[config.mk]
export PLATFORM = sky130hd
export DESIGN_NAME = sound_tone_generator
export DESIGN_NICKNAME = d
export VERILOG_FILES = /design/src/rtl/sound_tone_pkg.sv /design/src/rtl/tone_pwm_if.sv /design/src/rtl/amp_pwm_unit.sv /design/src/rtl/sound_tone_generator.sv
export VERILOG_INCLUDE_DIRS = /design/src /design/src/rtl
export SDC_FILE = /design/constraint.sdc
export NUM_CORES = 1
export LEC_CHECK = 0
export BUFFER_PORTS_ARGS = -buffer_cell sky130_fd_sc_hd__buf_2
export CORE_AREA = 2 2 91 93
export CTS_CLUSTER_DIAMETER = 120
export CTS_CLUSTER_SIZE = 40
export DETAILED_ROUTE_END_ITERATION = 12
export DIE_AREA = 0 0 93 95
export SLEW_MARGIN = 20
export SYNTH_ARGS = -nofsm -noshare
export SYNTH_HDL_FRONTEND = slang
export SYNTH_SLANG_ARGS = --single-unit
[constraint.sdc]
create_clock -name clk -period 6.7 [get_ports clk]
set_input_delay 0.335 -clock clk [delete_from_list [all_inputs] [get_ports clk]]
set_output_delay 0.335 -clock clk [all_outputs]
set_load 0.02 [all_outputs]
[src/rtl/sound_tone_consts.svh]
// constants for the sound tone generator: offsets, fields, reset values, counts
`ifndef SOUND_TONE_CONSTS_SVH
`define SOUND_TONE_CONSTS_SVH

// register indices; byte address is four times the index
`define TONE_IDX_CTRL 16'hffc0
`define TONE_IDX_AMP 16'hffc1
`define TONE_IDX_DIV 16'hffc2
`define TONE_IDX_BITOP 16'hffc3
`define TONE_ADDR_W 18
`define TONE_WORD_LSB 2'h0

// tone_control field positions
`define CTRL_RUN_BIT 3'h7
`define CTRL_OSEL_BIT 3'h3
`define CTRL_PHI_BIT 3'h2
`define CTRL_PMID_BIT 3'h1
`define CTRL_PLO_BIT 3'h0

// writable bit masks, reserved bits read zero
`define CTRL_MASK 8'h8f
`define AMP_MASK 8'h7f
`define DIV_MASK 8'h0f

// reset values
`define CTRL_RESET 8'h00
`define AMP_RESET 8'h00
`define DIV_RESET 8'h00

// single-bit write port layout: bit number in [2:0], value in [3]
`define BITOP_VAL_BIT 5'h03

// prescale exponent for code 00 with the main-clock halving, and divider offset
`define PRE_EXP_BASE 4'h6
`define DIV_OFFSET 5'h11
`define PRE_W 9

// counter width and pwm full count
`define AMP_CNT_W 7
`define PWM_FULL 8'h80

`endif

[src/rtl/sound_tone_pkg.sv]
// types shared by the sound tone generator modules
package sound_tone_pkg;

   typedef logic [7:0] reg8_t;
   typedef logic [6:0] ampLevel_t;
   typedef logic [3:0] divField_t;

   // 5-bit counter input divide selection
   typedef enum logic [1:0] {
      PRE_DIV32 = 2'h0,
      PRE_DIV64 = 2'h1,
      PRE_DIV128 = 2'h2,
      PRE_DIV256 = 2'h3
   } preSel_t;

endpackage

[src/rtl/tone_pwm_if.sv]
// carrier between the tone core and the amplitude pwm unit
`timescale 1ns/1ps
`default_nettype none
interface tone_pwm_if;
   import sound_tone_pkg::*;

   logic run;
   logic genTick;
   ampLevel_t level;
   logic pwm;

   modport core (output run, output genTick, output level, input pwm);
   modport unit (input run, input genTick, input level, output pwm);

endinterface
`default_nettype wire
[src/rtl/amp_pwm_unit.sv]
// 7-bit amplitude pwm counter and comparator
`timescale 1ns/1ps
`default_nettype none
`include "sound_tone_consts.svh"
module amp_pwm_unit
   import sound_tone_pkg::*;
(
   input wire logic clk,
   input wire logic srst,
   tone_pwm_if.unit pw
);

   logic [`AMP_CNT_W-1:0] cnt_q;
   logic [`AMP_CNT_W-1:0] cnt_d;
   logic pwm_q;
   logic pwm_d;
   logic [7:0] thresh;

   // period counter runs on the generator input clock, cleared while stopped
   always_comb
   begin
      thresh = (pw.level == '0) ? 8'h00 : ({1'b0, pw.level} + 8'h01);
      cnt_d = cnt_q;
      pwm_d = 1'b0;
      if (!pw.run)
      begin
         cnt_d = '0;
      end
      else
      begin
         if (pw.genTick)
         begin
            cnt_d = cnt_q + 7'h01;
         end
         pwm_d = ({1'b0, cnt_q} < thresh);
      end
   end

   always_ff @(posedge clk)
   begin
      if (srst)
      begin
         cnt_q <= '0;
         pwm_q <= 1'b0;
      end
      else
      begin
         cnt_q <= cnt_d;
         pwm_q <= pwm_d;
      end
   end

   assign pw.pwm = pwm_q;

endmodule // amp_pwm_unit
`default_nettype wire

[src/rtl/sound_tone_generator.sv]
// sound tone generator: apb registers, prescaler, tone divider and output select
//
// Register access over APB was decided locally.
`timescale 1ns/1ps
`default_nettype none
`include "sound_tone_consts.svh"
module sound_tone_generator
   import sound_tone_pkg::*;
(
   input wire logic clk,
   input wire logic srst,
   input wire logic psel,
   input wire logic penable,
   input wire logic pwrite,
   input wire logic [`TONE_ADDR_W-1:0] paddr,
   input wire logic [31:0] pwdata,
   input wire logic [3:0] pstrb,
   output logic [31:0] prdata,
   output logic pready,
   output logic pslverr,
   output logic tonePlainOut,
   output logic toneGatedOut,
   output logic amplitudePwmOut,
   output logic clockOutFunction
);

   tone_pwm_if pwIf ();

   // register state
   reg8_t ctrl_q;
   reg8_t ctrl_d;
   reg8_t amp_q;
   reg8_t amp_d;
   reg8_t div_q;
   reg8_t div_d;

   // bus answer state
   logic [31:0] rdata_q;
   logic [31:0] rdata_d;
   logic ready_q;
   logic ready_d;
   logic err_q;
   logic err_d;

   // generator state
   logic [`PRE_W-1:0] pre_q;
   logic [`PRE_W-1:0] pre_d;
   logic [4:0] toneCnt_q;
   logic [4:0] toneCnt_d;
   logic tone_q;
   logic tone_d;

   // output registers
   logic plain_q;
   logic plain_d;
   logic gated_q;
   logic gated_d;
   logic ampOut_q;
   logic ampOut_d;
   logic clkFn_q;
   logic clkFn_d;

   // decode helpers
   logic [15:0] idx;
   logic wordAligned;
   logic setupPhase;
   logic accessDone;
   logic wrByte;
   logic hitCtrl;
   logic hitAmp;
   logic hitDiv;
   logic hitBitop;
   logic [2:0] bitNum;

   // control fields
   logic runEnable;
   logic outputSelect;
   preSel_t preSel;
   logic prescaleLo;
   logic [3:0] preExp;
   logic [`PRE_W-1:0] preTerm;
   logic preTick;
   logic genTick;
   logic [4:0] toneTerm;

   assign idx = paddr[`TONE_ADDR_W-1:2];
   assign wordAligned = (paddr[1:0] == `TONE_WORD_LSB);
   assign setupPhase = psel & ~penable;
   assign accessDone = psel & penable & ready_q;
   assign wrByte = accessDone & pwrite & pstrb[0];
   assign hitCtrl = wordAligned & (idx == `TONE_IDX_CTRL);
   assign hitAmp = wordAligned & (idx == `TONE_IDX_AMP);
   assign hitDiv = wordAligned & (idx == `TONE_IDX_DIV);
   assign hitBitop = wordAligned & (idx == `TONE_IDX_BITOP);
   assign bitNum = pwdata[2:0];

   assign runEnable = ctrl_q[`CTRL_RUN_BIT];
   assign outputSelect = ctrl_q[`CTRL_OSEL_BIT];
   assign preSel = preSel_t'({ctrl_q[`CTRL_PHI_BIT], ctrl_q[`CTRL_PMID_BIT]});
   assign prescaleLo = ctrl_q[`CTRL_PLO_BIT];

   // register writes: byte writes, plus single-bit writes to control
   always_comb
   begin
      ctrl_d = ctrl_q;
      amp_d = amp_q;
      div_d = div_q;
      if (wrByte && hitCtrl)
      begin
         ctrl_d = pwdata[7:0] & `CTRL_MASK;
      end
      if (wrByte && hitBitop)
      begin
         ctrl_d[bitNum] = pwdata[`BITOP_VAL_BIT];
         ctrl_d = ctrl_d & `CTRL_MASK;
      end
      if (wrByte && hitAmp)
      begin
         amp_d = pwdata[7:0] & `AMP_MASK;
      end
      if (wrByte && hitDiv)
      begin
         div_d = pwdata[7:0] & `DIV_MASK;
      end
   end

   always_ff @(posedge clk)
   begin
      if (srst)
      begin
         ctrl_q <= `CTRL_RESET;
         amp_q <= `AMP_RESET;
         div_q <= `DIV_RESET;
      end
      else
      begin
         ctrl_q <= ctrl_d;
         amp_q <= amp_d;
         div_q <= div_d;
      end
   end

   // apb answer: read data and ready prepared during the setup cycle
   always_comb
   begin
      rdata_d = rdata_q;
      ready_d = setupPhase;
      err_d = 1'b0;
      if (setupPhase)
      begin
         rdata_d = 32'h0000_0000;
         err_d = ~(hitCtrl | hitAmp | hitDiv | hitBitop);
         if (!pwrite)
         begin
            if (hitCtrl)
            begin
               rdata_d = {24'h00_0000, ctrl_q};
            end
            else if (hitAmp)
            begin
               rdata_d = {24'h00_0000, amp_q};
            end
            else if (hitDiv)
            begin
               rdata_d = {24'h00_0000, div_q};
            end
            else
            begin
               rdata_d = 32'h0000_0000;
            end
         end
      end
   end

   always_ff @(posedge clk)
   begin
      if (srst)
      begin
         rdata_q <= 32'h0000_0000;
         ready_q <= 1'b0;
         err_q <= 1'b0;
      end
      else
      begin
         rdata_q <= rdata_d;
         ready_q <= ready_d;
         err_q <= err_d;
      end
   end

   // prescaler: one counter covers the main-clock halving and the 2^5..2^8 stage
   always_comb
   begin
      preExp = `PRE_EXP_BASE - {3'h0, prescaleLo} + {2'h0, preSel};
      preTerm = `PRE_W'((10'h001 << preExp) - 10'h001);
      preTick = runEnable & (pre_q == preTerm);
      genTick = runEnable & (prescaleLo | pre_q[0]);
      pre_d = '0;
      if (runEnable)
      begin
         pre_d = preTick ? '0 : (pre_q + `PRE_W'(1));
      end
   end

   // tone divider: toggles after divider plus 17 counter input ticks
   always_comb
   begin
      toneTerm = `DIV_OFFSET - 5'h01 + {1'b0, div_q[3:0]};
      toneCnt_d = toneCnt_q;
      tone_d = tone_q;
      if (!runEnable)
      begin
         toneCnt_d = 5'h00;
         tone_d = 1'b0;
      end
      else if (preTick)
      begin
         if (toneCnt_q == toneTerm)
         begin
            toneCnt_d = 5'h00;
            tone_d = ~tone_q;
         end
         else
         begin
            toneCnt_d = toneCnt_q + 5'h01;
         end
      end
   end

   always_ff @(posedge clk)
   begin
      if (srst)
      begin
         pre_q <= '0;
         toneCnt_q <= 5'h00;
         tone_q <= 1'b0;
      end
      else
      begin
         pre_q <= pre_d;
         toneCnt_q <= toneCnt_d;
         tone_q <= tone_d;
      end
   end

   // amplitude pwm unit
   assign pwIf.run = runEnable;
   assign pwIf.genTick = genTick;
   assign pwIf.level = amp_q[6:0];

   amp_pwm_unit pwmUnit (
      .clk(clk),
      .srst(srst),
      .pw(pwIf.unit)
   );

   // output selection, speaker pins held low while stopped; clockOutFunction follows the select bit
   always_comb
   begin
      plain_d = runEnable & ~outputSelect & tone_q;
      gated_d = runEnable & outputSelect & tone_q & pwIf.pwm;
      ampOut_d = runEnable & ~outputSelect & pwIf.pwm;
      clkFn_d = outputSelect;
   end

   always_ff @(posedge clk)
   begin
      if (srst)
      begin
         plain_q <= 1'b0;
         gated_q <= 1'b0;
         ampOut_q <= 1'b0;
         clkFn_q <= 1'b0;
      end
      else
      begin
         plain_q <= plain_d;
         gated_q <= gated_d;
         ampOut_q <= ampOut_d;
         clkFn_q <= clkFn_d;
      end
   end

   assign prdata = rdata_q;
   assign pready = ready_q;
   assign pslverr = err_q;
   assign tonePlainOut = plain_q;
   assign toneGatedOut = gated_q;
   assign amplitudePwmOut = ampOut_q;
   assign clockOutFunction = clkFn_q;

endmodule // sound_tone_generator
`default_nettype wire

== Yosys cells after proc, flatten, opt, wreduce, memory -nomap -nowiden ==
Cells that the tools add are included.

* Register bits: 80
* Input bits: 59
* Output and inout port bits: 38
* Logic and storage cells: 84

* Add/sub/neg operators: 8
* Order comparisons: 3
* Eq/ne operators: 6
* Shift-type cells: 1
* Muxes and demuxes: 11
* Bitwise logic cells: 27
* Reductions and logical operators: 12

{| class="wikitable"
|+ Operators with widths
! operator !! number
|-
| == test 16 bit, second input constant || 4
|-
| two-way mux 8 bit || 5
|-
| bitwise AND 1 bit || 17
|-
| adder 9 x 1 -> 9 bit, second input constant || 1
|-
| == test 9 bit || 1
|-
| << shifter 1 x 4 -> 9 bit, first input constant || 1
|-
| subtractor 9 x 1 -> 9 bit, second input constant || 1
|-
| adder 7 x 1 -> 8 bit, second input constant || 1
|-
| bitwise mux 8 bit || 1
|-
| < comparator 7 x 8 -> 1 bit || 1
|-
| adder 7 x 1 -> 7 bit, second input constant || 1
|-
| zero test 7 bit || 1
|-
| two-way mux 7 bit || 1
|-
| inverter 1 bit || 6
|-
| OR reduction 2 bit || 3
|-
| adder 5 x 1 -> 5 bit, second input constant || 1
|-
| adder 5 x 4 -> 5 bit, first input constant || 1
|-
| == test 5 bit || 1
|-
| logical AND 1 bit || 5
|-
| two-way mux 5 bit || 1
|-
| adder 4 x 2 -> 4 bit || 1
|-
| < comparator 3 x 4 -> 1 bit, second input constant || 1
|-
| two-way mux 4 bit || 1
|-
| OR 1 bit || 4
|-
| 7 further kinds || 7
|}

== Logic depth before layout (Yosys ltp) ==
Gate-level depths: netlist of run 1.

* Depth in word-level cells: 8
* Mapped depth: 10
* Depth with buffers taken out: 9

== Cells and area by module ==
Synthesis of run 1 repeated with hierarchy kept, for this count alone.

* Cells, all modules: 349
* Area, all modules: 3,084.2 µm²

{| class="wikitable"
|+ By module, submodules not included
! module !! instances !! cells an instance !! area an instance (µm²) !! sequential area each (µm²)
|-
| sound_tone_generator || 1 || 282 || 2,508.7 || 960.9
|-
| amp_pwm_unit || 1 || 67 || 575.6 || 160.2
|}

== Least setup slack after synthesis of run 1 ==
Ideal clock, no wire load.

* Path kind: register -> register
* From: reg ctrl_q[0]
* To: reg toneCnt_q[1]
* Library setup time: 0.071 ns
* Arrival time: 2.322 ns
* Data required time: 6.629 ns
* Path slack: 4.307 ns
* Cell stages (with the launch flop): 10
* Buffers on the path: 1
* Clock period less this slack: 2.393 ns
* Cell sequence: dfxtp_1 ha_1 inv_1 ha_1 xor2_1 or3_1 a2111o_1 clkbuf_1 or3b_1 a21oi_1

* Longest elaborated chain between the ends: 6

{| class="wikitable"
|+ RTL lines
! item !! RTL line !! text
|-
| start, declared || sound_tone_generator.sv:30 || <nowiki>reg8_t ctrl_q;</nowiki>
|-
| start signal, assigned || sound_tone_generator.sv:131 || <nowiki>ctrl_q <= `CTRL_RESET;</nowiki>
|-
| start signal, assigned || sound_tone_generator.sv:137 || <nowiki>ctrl_q <= ctrl_d;</nowiki>
|-
| subtractor 3 x 1 -> 4 bit (no source line) || - ||
|-
| adder 4 x 2 -> 4 bit (no source line) || - ||
|-
| << shifter 1 x 4 -> 9 bit || sound_tone_generator.sv:195 || <nowiki>preTerm = `PRE_W'((10'h001 << preExp) - 10'h001);</nowiki>
|-
| subtractor 9 x 1 -> 9 bit || sound_tone_generator.sv:195 ||
|-
| == test 9 bit || sound_tone_generator.sv:196 || <nowiki>preTick = runEnable & (pre_q == preTerm);</nowiki>
|-
| bitwise AND 1 bit || sound_tone_generator.sv:196 ||
|-
| end signal, assigned || sound_tone_generator.sv:241 || <nowiki>toneCnt_q <= toneCnt_d;</nowiki>
|-
| end, declared || sound_tone_generator.sv:48 || <nowiki>logic [4:0] toneCnt_q;</nowiki>
|}

No other way between the ends.
A chain may end at the register's enable or synchronous reset.

== Final worst setup path of run 1 ==
* From: reg ctrl_q[0]
* To: reg toneCnt_q[0]

The elaborated chain is that of the path after synthesis.

==> flow_summary_export.csv, run 1 <==
group,metric,value,unit
status,status,"completed",
global_route,antenna_found_initial,0,
layout,multi_input_area,0.00176,sq mm
global_route,grt_overflow_total,0,
sta,maxSlewHeadroom,63.4,%
detailed_routing,num_vias,2449,
pwr,vdd_drop_max,0.0851,mV
global_route,grt_pass1_vias,2209,
logic_synthesis,netlist_area,0.00306,sq mm
clock_network,cts_tree,"built",
logic_synthesis,synth_cell_types,52,
detailed_routing,drtAntennaViolNets,0,
placement,dp_cells,495,
detailed_routing,routed_wirelength,6210,um
clock_network,root_buffer,"clkbuf_8",
clock_network,clock_latency,0.31,ns
die,ios,97,
detailed_routing,drtPass1Iterations,4,
layout,areaGrowthSynthToFinish,10.3,%
critical_path,crit_slowest_cell,"a2111o_1",
sta,period_needed,2.71,ns
critical_path,cpPeakStageDelay,0.51,ns
global_route,grt_max_degree,25,
sta,max_freq,0.369,GHz
layout,final_area,0.00338,sq mm
critical_path,cp-end-kind,"register",
detailed_routing,via_per_inst,4.88,
sta,hold_viol_final,0,
logic_synthesis,synthCells,356,
critical_path,worstPathRequired,6.94,ns
layout,final_cells,502,
clock_network,cts_setup_buffers,0,
sta,timing.final.ws_setup,3.99,ns
placement,pre_cts_slack,3.99,ns
layout,final_util,42.6,%
die,die_w,93,um
logic_synthesis,ys_seq_area_share,36.6,%
critical_path,crit_top_cell,"ha_1",
pwr,leakagePower,1.35,nW
sta,finalSetupTns,0,ns
die,start_util,38.6,%
sta,skew,0.00796,ns
pwr,powerDensity,171,mW/mm^2
sta,drv_slew,0,
worst_hold_path,hold_class,"primary input to register",
clock_network,h-tree-depth,2,
die,rows,33,
placement,detailed_place_hpwl,4750,um
die,die_area,0.00884,sq mm
placement,portBuffers,45,
clock_network,clockBufferDepth,2,
detailed_routing,drcViolationCount,0,
global_route,track_usage,14.7,%
clock_network,clk_pin_slew,0.10,ns
logic_synthesis,avgSynthCellArea,8.60,sq um
sta,worstMarginPinSlew,0.548,ns
logic_synthesis,async_flop_share,0,%
detailed_routing,drt-initial-drc-count,108,
critical_path,worstPathMaxFanout,13,
layout,fill_cells,787,
logic_synthesis,synth-seq-cells,56,
detailed_routing,wire_per_inst,12.4,um
layout,final-seq-area,0.00112,sq mm
critical_path,crit_buf_inv,1,
layout,nets,471,
clock_network,post_cts_resize_count,0,
sta,finalSetupViolCount,0,
die,die_y,95,um
placement,gp_congestion,0.838,
sta,hold_slack,0.259,ns
critical_path,critPathLaunchType,"register",
critical_path,critical_path_class,"register to register",
critical_path,cp_cell_sequence,"ha_1, inv_1, ha_1, xor2_1, or3_1, a2111o_1, or3b_2, a21oi_1",
layout,insertedDiodeCount,0,
critical_path,path_delay_family,"simple AND/OR/NAND/NOR gates",
clock_network,cts_buffers,5,
logic_synthesis,synth-main-ff-cell,"dfxtp_1",
layout,drive_gt1_share,15.1,%
global_route,grt_pass1_wl,10600,um
sta,rsz0062_at_grt,"false",
pwr,total_power,0.578,mW
sta,finalCritPeriodShare,40.5,%
logic_synthesis,yosysWarnings,0,
clock_network,cts_hold_buf,0,
die,core-area,0.00793,sq mm
clock_network,clkSinkCount,56,
logic_synthesis,synth-edff-count,0,
placement,place_area,0.00328,sq mm
flow_run,drv_cap,0,
critical_path,arrival,2.95,ns
==> final timing paths <==
path | start | end | slack, ns | depth (start not counted)
setup / recovery | ctrl_q[0]$_SDFF_PP0_ | toneCnt_q[0]$_SDFFE_PP0P_ | 3.99 | 8
setup reg to reg | ctrl_q[0]$_SDFF_PP0_ | toneCnt_q[0]$_SDFFE_PP0P_ | 3.99 | 8
hold / removal | pwdata[4] | amp_q[4]$_SDFFE_PP0P_ | 0.26 | 3
hold reg to reg | pwmUnit.pw.pwm$_SDFF_PP0_ | toneGatedOut$_SDFF_PP0_ | 0.44 | 2
==> layer usage <==
layer,vias to the layer above,share of wire [%],global-route usage (%)
li1,1271,-,-
met1,1112,48,19.6
met2,62,47,25.1
met3,4,4.4,3.11
met4,0,0.53,2.57
met5,-,0,0
==> cell usage after synthesis, types with 2 or more instances <==
master    number  area (sq um)
nor3b_1        3          22.5
nor2b_1        5          31.3
a21oi_1       17          85.1
a21o_1         2          15.0
xor2_1        17           149
and3_1         4          25.0
and2_1         4          25.0
or4_1          3          22.5
a31oi_1        2          12.5
dfxtp_1       56          1120
clkbuf_1       9          33.8
xnor2_1       10          87.6
o21ai_0       13          65.1
a221oi_1       2          17.5
o22ai_1        2          12.5
nand4_1        5          31.3
nor4b_1        2          17.5
ha_1          15           188
nor4_1         3          18.8
or3_1          5          31.3
nor3_1         4          20.0
mux2i_1       17           170
nor2_1        43           161
nand3b_1       3          22.5
or4b_1         2          20.0
buf_4         24           180
nand2_1       26          97.6
nor3_4         2          32.5
nand3_1       20           100
nand2b_1       6          37.5
inv_1          9          33.8
==> final cells by class <==
class                   count  area share [%]
well taps                 105            3.89
flip-flops and latches     56            33.2
clock buffers               7            2.85
repair buffers             46            6.89
multi-input cells         279            52.2
inverters                   9            1.00
==> kinds of logic (layout without fill, tap and decap cells) <==
family | count (synthesis) | count (layout) | synth area share, %
compound gates | 50 | 50 | 10.1
simple gates | 146 | 146 | 25.1
xor+xnor | 27 | 27 | 7.73
flops | 56 | 56 | 36.6
other cells | 1 | 24 | 0.123
buf+inv | 44 | 62 | 8.63
mux | 17 | 17 | 5.56
fa+ha+maj | 15 | 15 | 6.13
==> cells in the final DEF (no fill, tap or decap), drive strengths merged, types with 9 or more instances in the layout <==
master and n:
inv 9, conb 24, ha 15, mux2i 17, dfxtp 56, a21oi 17
nand2 26, o21ai 14, buf 46, nand3 20, nor2 43, xnor2 10
xor2 17
==> report_power, final <==
part           switching (mW)  internal, mW
logic                  0.0313        0.0145
clock network           0.105        0.0924
registers            0.000725         0.334
total                   0.137         0.440
==> flip-flops by register name (all words and copies together) (netlist names), 4 cells and up <==
signal	flops
toneCnt_q	5
ctrl_q	8
pre_q	9
pwmUnit.cnt_q	7
prdata	8
div_q	4
amp_q	7
==> worst min-delay path, stage by stage <==
cell and delay, ns:
buf_2 0.07, mux2i_1 0.05, nor2_1 0.07
(Power assumes the default switching activity.)
==> run 2, diff against run 1 <==
Clock period 6.7 ns to 2.8 ns, I/O delays scaled along.
==> flow_summary_export.csv, run 2 (synthesis gave the netlist of run 1 again) <==
group,metric,value,unit
detailed_routing,drtAntennaViolNets,0,
critical_path,arrival,2.82,ns
die,core-area,0.00793,sq mm
clock_network,cts_buffers,5,
layout,drive_gt1_share,15.5,%
sta,finalSetupTns,0,ns
global_route,grt_max_degree,25,
detailed_routing,drt-initial-drc-count,92,
pwr,total_power,1.44,mW
worst_hold_path,min_path_cells,3,
placement,pre_cts_slack,0.245,ns
critical_path,worstRegToRegCells,9,
critical_path,r2r_start,"ctrl_q[1]$_SDFF_PP0_",
global_route,track_usage,14.7,%
layout,insertedDiodeCount,0,
pwr,switching_power,0.341,mW
pwr,clockPowerShare,36.8,%
layout,areaGrowthSynthToFinish,11.2,%
detailed_routing,wire_per_inst,12.7,um
sta,drv_slew,0,
clock_network,clk_pin_slew,0.11,ns
clock_network,post_cts_resize_count,0,
worst_hold_path,hold_class,"primary input to register",
pwr,p_int,1.10,mW
clock_network,cts_setup_buffers,0,
sta,period_needed,2.58,ns
clock_network,cts_tree,"built",
layout,final_cells,505,
detailed_routing,via_per_inst,5.04,
placement,detailed_place_hpwl,4870,um
layout,layout_commonest_cell,"dfxtp_1",
global_route,grt_pass1_vias,2286,
critical_path,worstPathMaxFanout,13,
die,start_util,38.6,%
critical_path,rrSetupSlack,0.22,ns
critical_path,reg2reg_to,"toneCnt_q[0]$_SDFFE_PP0P_",
pwr,powerDensity,423,mW/mm^2
placement,gp_congestion,0.842,
placement,place_area,0.00330,sq mm
pwr,p_comb_share,7.6,%
sta,skew,0.0156,ns
placement,portBuffers,45,
detailed_routing,drtPass1Iterations,5,
sta,finalSetupViolCount,0,
pwr,swShare,23.7,%
pwr,p_seq_share,55.5,%
global_route,grt_overflow_total,0,
status,status,"completed",
pwr,leakagePower,1.37,nW
sta,timing.final.ws_setup,0.216,ns
clock_network,cts_hold_buf,0,
layout,final_area,0.00340,sq mm
sta,finalCritPeriodShare,92.3,%
clock_network,clkSinkCount,56,
critical_path,worstPathRequired,3.03,ns
global_route,antenna_found_initial,0,
detailed_routing,drcViolationCount,0,
layout,layout_common_cells,"dfxtp_1, buf_2, nor2_1, nand2_1, conb_1",
global_route,grt_pass1_wl,10600,um
flow_run,drv_cap,0,
clock_network,clock_latency,0.31,ns
placement,dp_cells,497,
die,rows,33,
die,ios,97,
sta,hold_slack,0.0635,ns
detailed_routing,routed_wirelength,6420,um
sta,maxSlewHeadroom,63.0,%
die,die_area,0.00884,sq mm
critical_path,critPathLaunchType,"register",
critical_path,crit_end,"toneCnt_q[0]$_SDFFE_PP0P_",
critical_path,crit_start,"ctrl_q[1]$_SDFF_PP0_",
pwr,vdd_drop_max,0.242,mV
clock_network,root_buffer,"clkbuf_8",
clock_network,h-tree-depth,2,
layout,largest_register_ffs,9,
clock_network,clockBufferDepth,2,
sta,worstMarginPinSlew,0.554,ns
critical_path,critical_path_class,"register to register",
layout,largest-register,"pre_q",
die,die_y,95,um
detailed_routing,num_vias,2545,
sta,max_freq,0.387,GHz
sta,rsz0062_at_grt,"false",
critical_path,cp-end-kind,"register",
layout,nets,473,
die,die_w,93,um
sta,hold_viol_final,0,
layout,final_util,42.9,%
==> run 2: cell types whose count changed in the layout (fill, tap and decap cells not counted), sizes merged <==
cell,change
buf,+2
bufinv,+1
clkbuf,-1
clkinv,+1
==> run 2: how the worst min path moves through the flow <==
stage	startpoint	slack (ns)	endpoint
6_report	pwdata[5]	0.06	amp_q[5]$_SDFFE_PP0P_
5_1_grt	pwdata[6]	0.07	amp_q[6]$_SDFFE_PP0P_
4_1_cts	pwdata[6]	0.06	amp_q[6]$_SDFFE_PP0P_
3_5_place_dp	pwdata[6]	0.39	amp_q[6]$_SDFFE_PP0P_
3_3_place_gp	pwdata[4]	0.38	amp_q[4]$_SDFFE_PP0P_
2_1_floorplan	srst	0.22	pready$_SDFF_PP0_
==> run 2: cell type report <==
| class | count | area [sq um] |
|---|---|---|
| Clock inverter | 2 | 35.0 |
| Sequential cell | 56 | 1120 |
| Timing Repair Buffer | 48 | 248 |
| Fill cell | 822 | 4520 |
| Tap cell | 105 | 131 |
| Multi-Input combinational cell | 279 | 1760 |
| Inverter | 9 | 33.8 |
| Clock buffer | 6 | 72.6 |
==> run 2: layer usage <==
metal,GRT usage [%],up-vias,wire (um)
li1,-,1277,-
met1,18.3,1184,2970
met2,26.3,75,3070
met3,2.79,9,303
met4,3.31,0,69
met5,0,-,0
==> run 2: power by group through the flow <==
stage          clock network [mW]  registers (mW)  logic (mW)
4_1_cts                     0.543           0.800       0.109
3_3_place_gp                    0           0.818       0.107
2_1_floorplan                   0           0.819      0.0973
3_5_place_dp                    0           0.818       0.109
5_1_grt                     0.569           0.800       0.121
6_report                    0.530           0.800       0.110
==> run 2: worst max-delay path: stages, from the launching register on <==
cell and delay, ns:
dfxtp_1 0.39, inv_1 0.06, ha_1 0.19, inv_1 0.06
ha_1 0.24, xor2_1 0.09, or3_1 0.34, a2111o_1 0.51
or3b_2 0.49, a21oi_1 0.14
==> run 3, diff against run 2 <==
Settings changed: CORE_AREA 2 2 91 93 to 2 2 82 84, DIE_AREA 0 0 93 95 to 0 0 84 86, PLACE_DENSITY set to 0.76, RECOVER_POWER set to 50.
==> flow_summary_export.csv, run 3 (synthesis gave the netlist of run 1 again) <==
group,metric,value,unit
pwr,leakagePower,1.29,nW
layout,multi_input_area,0.00176,sq mm
layout,final-seq-area,0.00112,sq mm
sta,period_needed,2.60,ns
critical_path,arrival,2.85,ns
pwr,p_seq_share,58.5,%
sta,maxSlewHeadroom,28.4,%
layout,areaGrowthSynthToFinish,8.63,%
global_route,antenna_found_initial,0,
layout,layout_common_cells,"dfxtp_1, nor2_1, buf_2, nand2_1, conb_1",
global_route,track_usage,18.3,%
critical_path,worstPathMaxFanout,13,
die,die_y,86,um
global_route,grt_pass1_wl,10800,um
pwr,vdd_drop_max,0.313,mV
pwr,switching_power,0.356,mW
detailed_routing,drtPass1Iterations,4,
detailed_routing,via_per_inst,5.29,
clock_network,cts_buffers,5,
sta,rsz0062_at_grt,"false",
pwr,clockPowerShare,33.5,%
detailed_routing,drt-initial-drc-count,128,
sta,finalSetupViolCount,0,
layout,layout_commonest_cell,"dfxtp_1",
placement,detailed_place_hpwl,4910,um
clock_network,clk_pin_slew,0.10,ns
sta,finalCritPeriodShare,92.7,%
clock_network,clock_latency,0.32,ns
placement,portBuffers,45,
pwr,swShare,26.0,%
clock_network,h-tree-depth,2,
global_route,grt_overflow_total,0,
die,ios,97,
global_route,grt_pass1_vias,2275,
layout,drive_gt1_share,12.0,%
placement,gp_congestion,0.836,
critical_path,crit_slowest_cell,"a2111o_2",
die,core-area,0.00628,sq mm
critical_path,critical_path_class,"register to register",
clock_network,cts_tree,"built",
die,rows,29,
detailed_routing,routed_wirelength,6430,um
layout,largest-register,"pre_q",
critical_path,worstPathRequired,3.06,ns
status,status,"completed",
die,die_w,84,um
clock_network,clkSinkCount,56,
worst_hold_path,hold_class,"primary input to register",
die,die_area,0.00722,sq mm
pwr,p_comb_share,8.0,%
layout,nets,472,
die,start_util,48.8,%
sta,timing.final.ws_setup,0.204,ns
sta,hold_viol_final,0,
critical_path,cp_cell_sequence,"ha_1, inv_1, ha_1, xor2_1, or3_1, a2111o_2, or3b_2, a21oi_1",
detailed_routing,drtAntennaViolNets,0,
detailed_routing,num_vias,2517,
layout,largest_register_ffs,9,
sta,max_freq,0.385,GHz
critical_path,cp-end-kind,"register",
clock_network,root_buffer,"clkbuf_8",
pwr,total_power,1.37,mW
layout,insertedDiodeCount,0,
sta,drv_slew,0,
critical_path,crit_top_cell,"ha_1",
pwr,powerDensity,412,mW/mm^2
sta,finalSetupTns,0,ns
sta,worstMarginPinSlew,1.07,ns
flow_run,drv_cap,0,
layout,fill_cells,612,
critical_path,critPathLaunchType,"register",
detailed_routing,wire_per_inst,13.5,um
placement,pre_cts_slack,0.147,ns
sta,skew,0.0122,ns
critical_path,cpPeakStageDelay,0.52,ns
clock_network,cts_hold_buf,0,
pwr,p_int,1.01,mW
global_route,grt_max_degree,25,
clock_network,clockBufferDepth,2,
detailed_routing,drcViolationCount,0,
run 3: worst paths after layout:
kind                              from                        end  slack (ns)  cells after the start
max reg2reg       ctrl_q[0]$_SDFF_PP0_  toneCnt_q[0]$_SDFFE_PP0P_        0.20                      8
min                          pwdata[5]      amp_q[5]$_SDFFE_PP0P_        0.06                      3
min reg2reg  pwmUnit.pw.pwm$_SDFF_PP0_    toneGatedOut$_SDFF_PP0_        0.44                      2
max               ctrl_q[0]$_SDFF_PP0_  toneCnt_q[0]$_SDFFE_PP0P_        0.20                      8
run 3: timing repair:
action	CTS	global route
hold endpoints to repair	0	0
gates resized for setup	0	2
buffers inserted	0	0
endpoints found under the setup margin	0	2
run 3: final cells by class:
| class | count | area share, % |
|---|---|---|
| Clock buffer | 5 | 2.07 |
| Clock inverter | 3 | 0.677 |
| Inverter | 9 | 1.02 |
| Multi-Input combinational cell | 279 | 53.0 |
| Sequential cell | 56 | 33.8 |
| Tap cell | 77 | 2.90 |
| Timing Repair Buffer | 47 | 6.55 |
run 3: critical path, delay by kind of cell (launching register included):
family                     cells  cell delay, ns
buffers and inverters          1            0.05
AOI/OAI and AO/OA              2            0.66
and+or+nand+nor                2            0.83
xor gates and xnor gates       1            0.16
DFF                            1            0.41
adders and majority gates      2            0.44
run 3: stage by stage:
step / util (%) / std cells / instance area (sq um) / hold WS [ns]
after floorplan: - / 379 / 3150 / 0.224
after CTS: 53.3 / 476 / 3340 / 0.0537
after global placement: 51.8 / 468 / 3250 / 0.377
after global routing: 53.0 / 476 / 3320 / 0.0591
final: 53.0 / 476 / 3320 / 0.0571
after detailed placement: 51.8 / 468 / 3250 / 0.386
run 3: power by group through the flow:
stage	clock network [mW]	logic [mW]	registers (mW)
floorplan	0	0.0973	0.819
global placement	0	0.106	0.818
detailed placement	0	0.108	0.818
CTS	0.472	0.109	0.800
global route	0.493	0.120	0.801
finish	0.459	0.109	0.800
run 3: layer usage:
layer / share of wire [%] / vias up / wire length, um / GRT usage (%)
li1: - / 1277 / - / -
met4: 0.87 / 0 / 56 / 4.84
met5: 0 / - / 0 / 0
met3: 3.5 / 8 / 226 / 3.85
met2: 48 / 44 / 3080 / 30.2
met1: 48 / 1188 / 3060 / 24.5
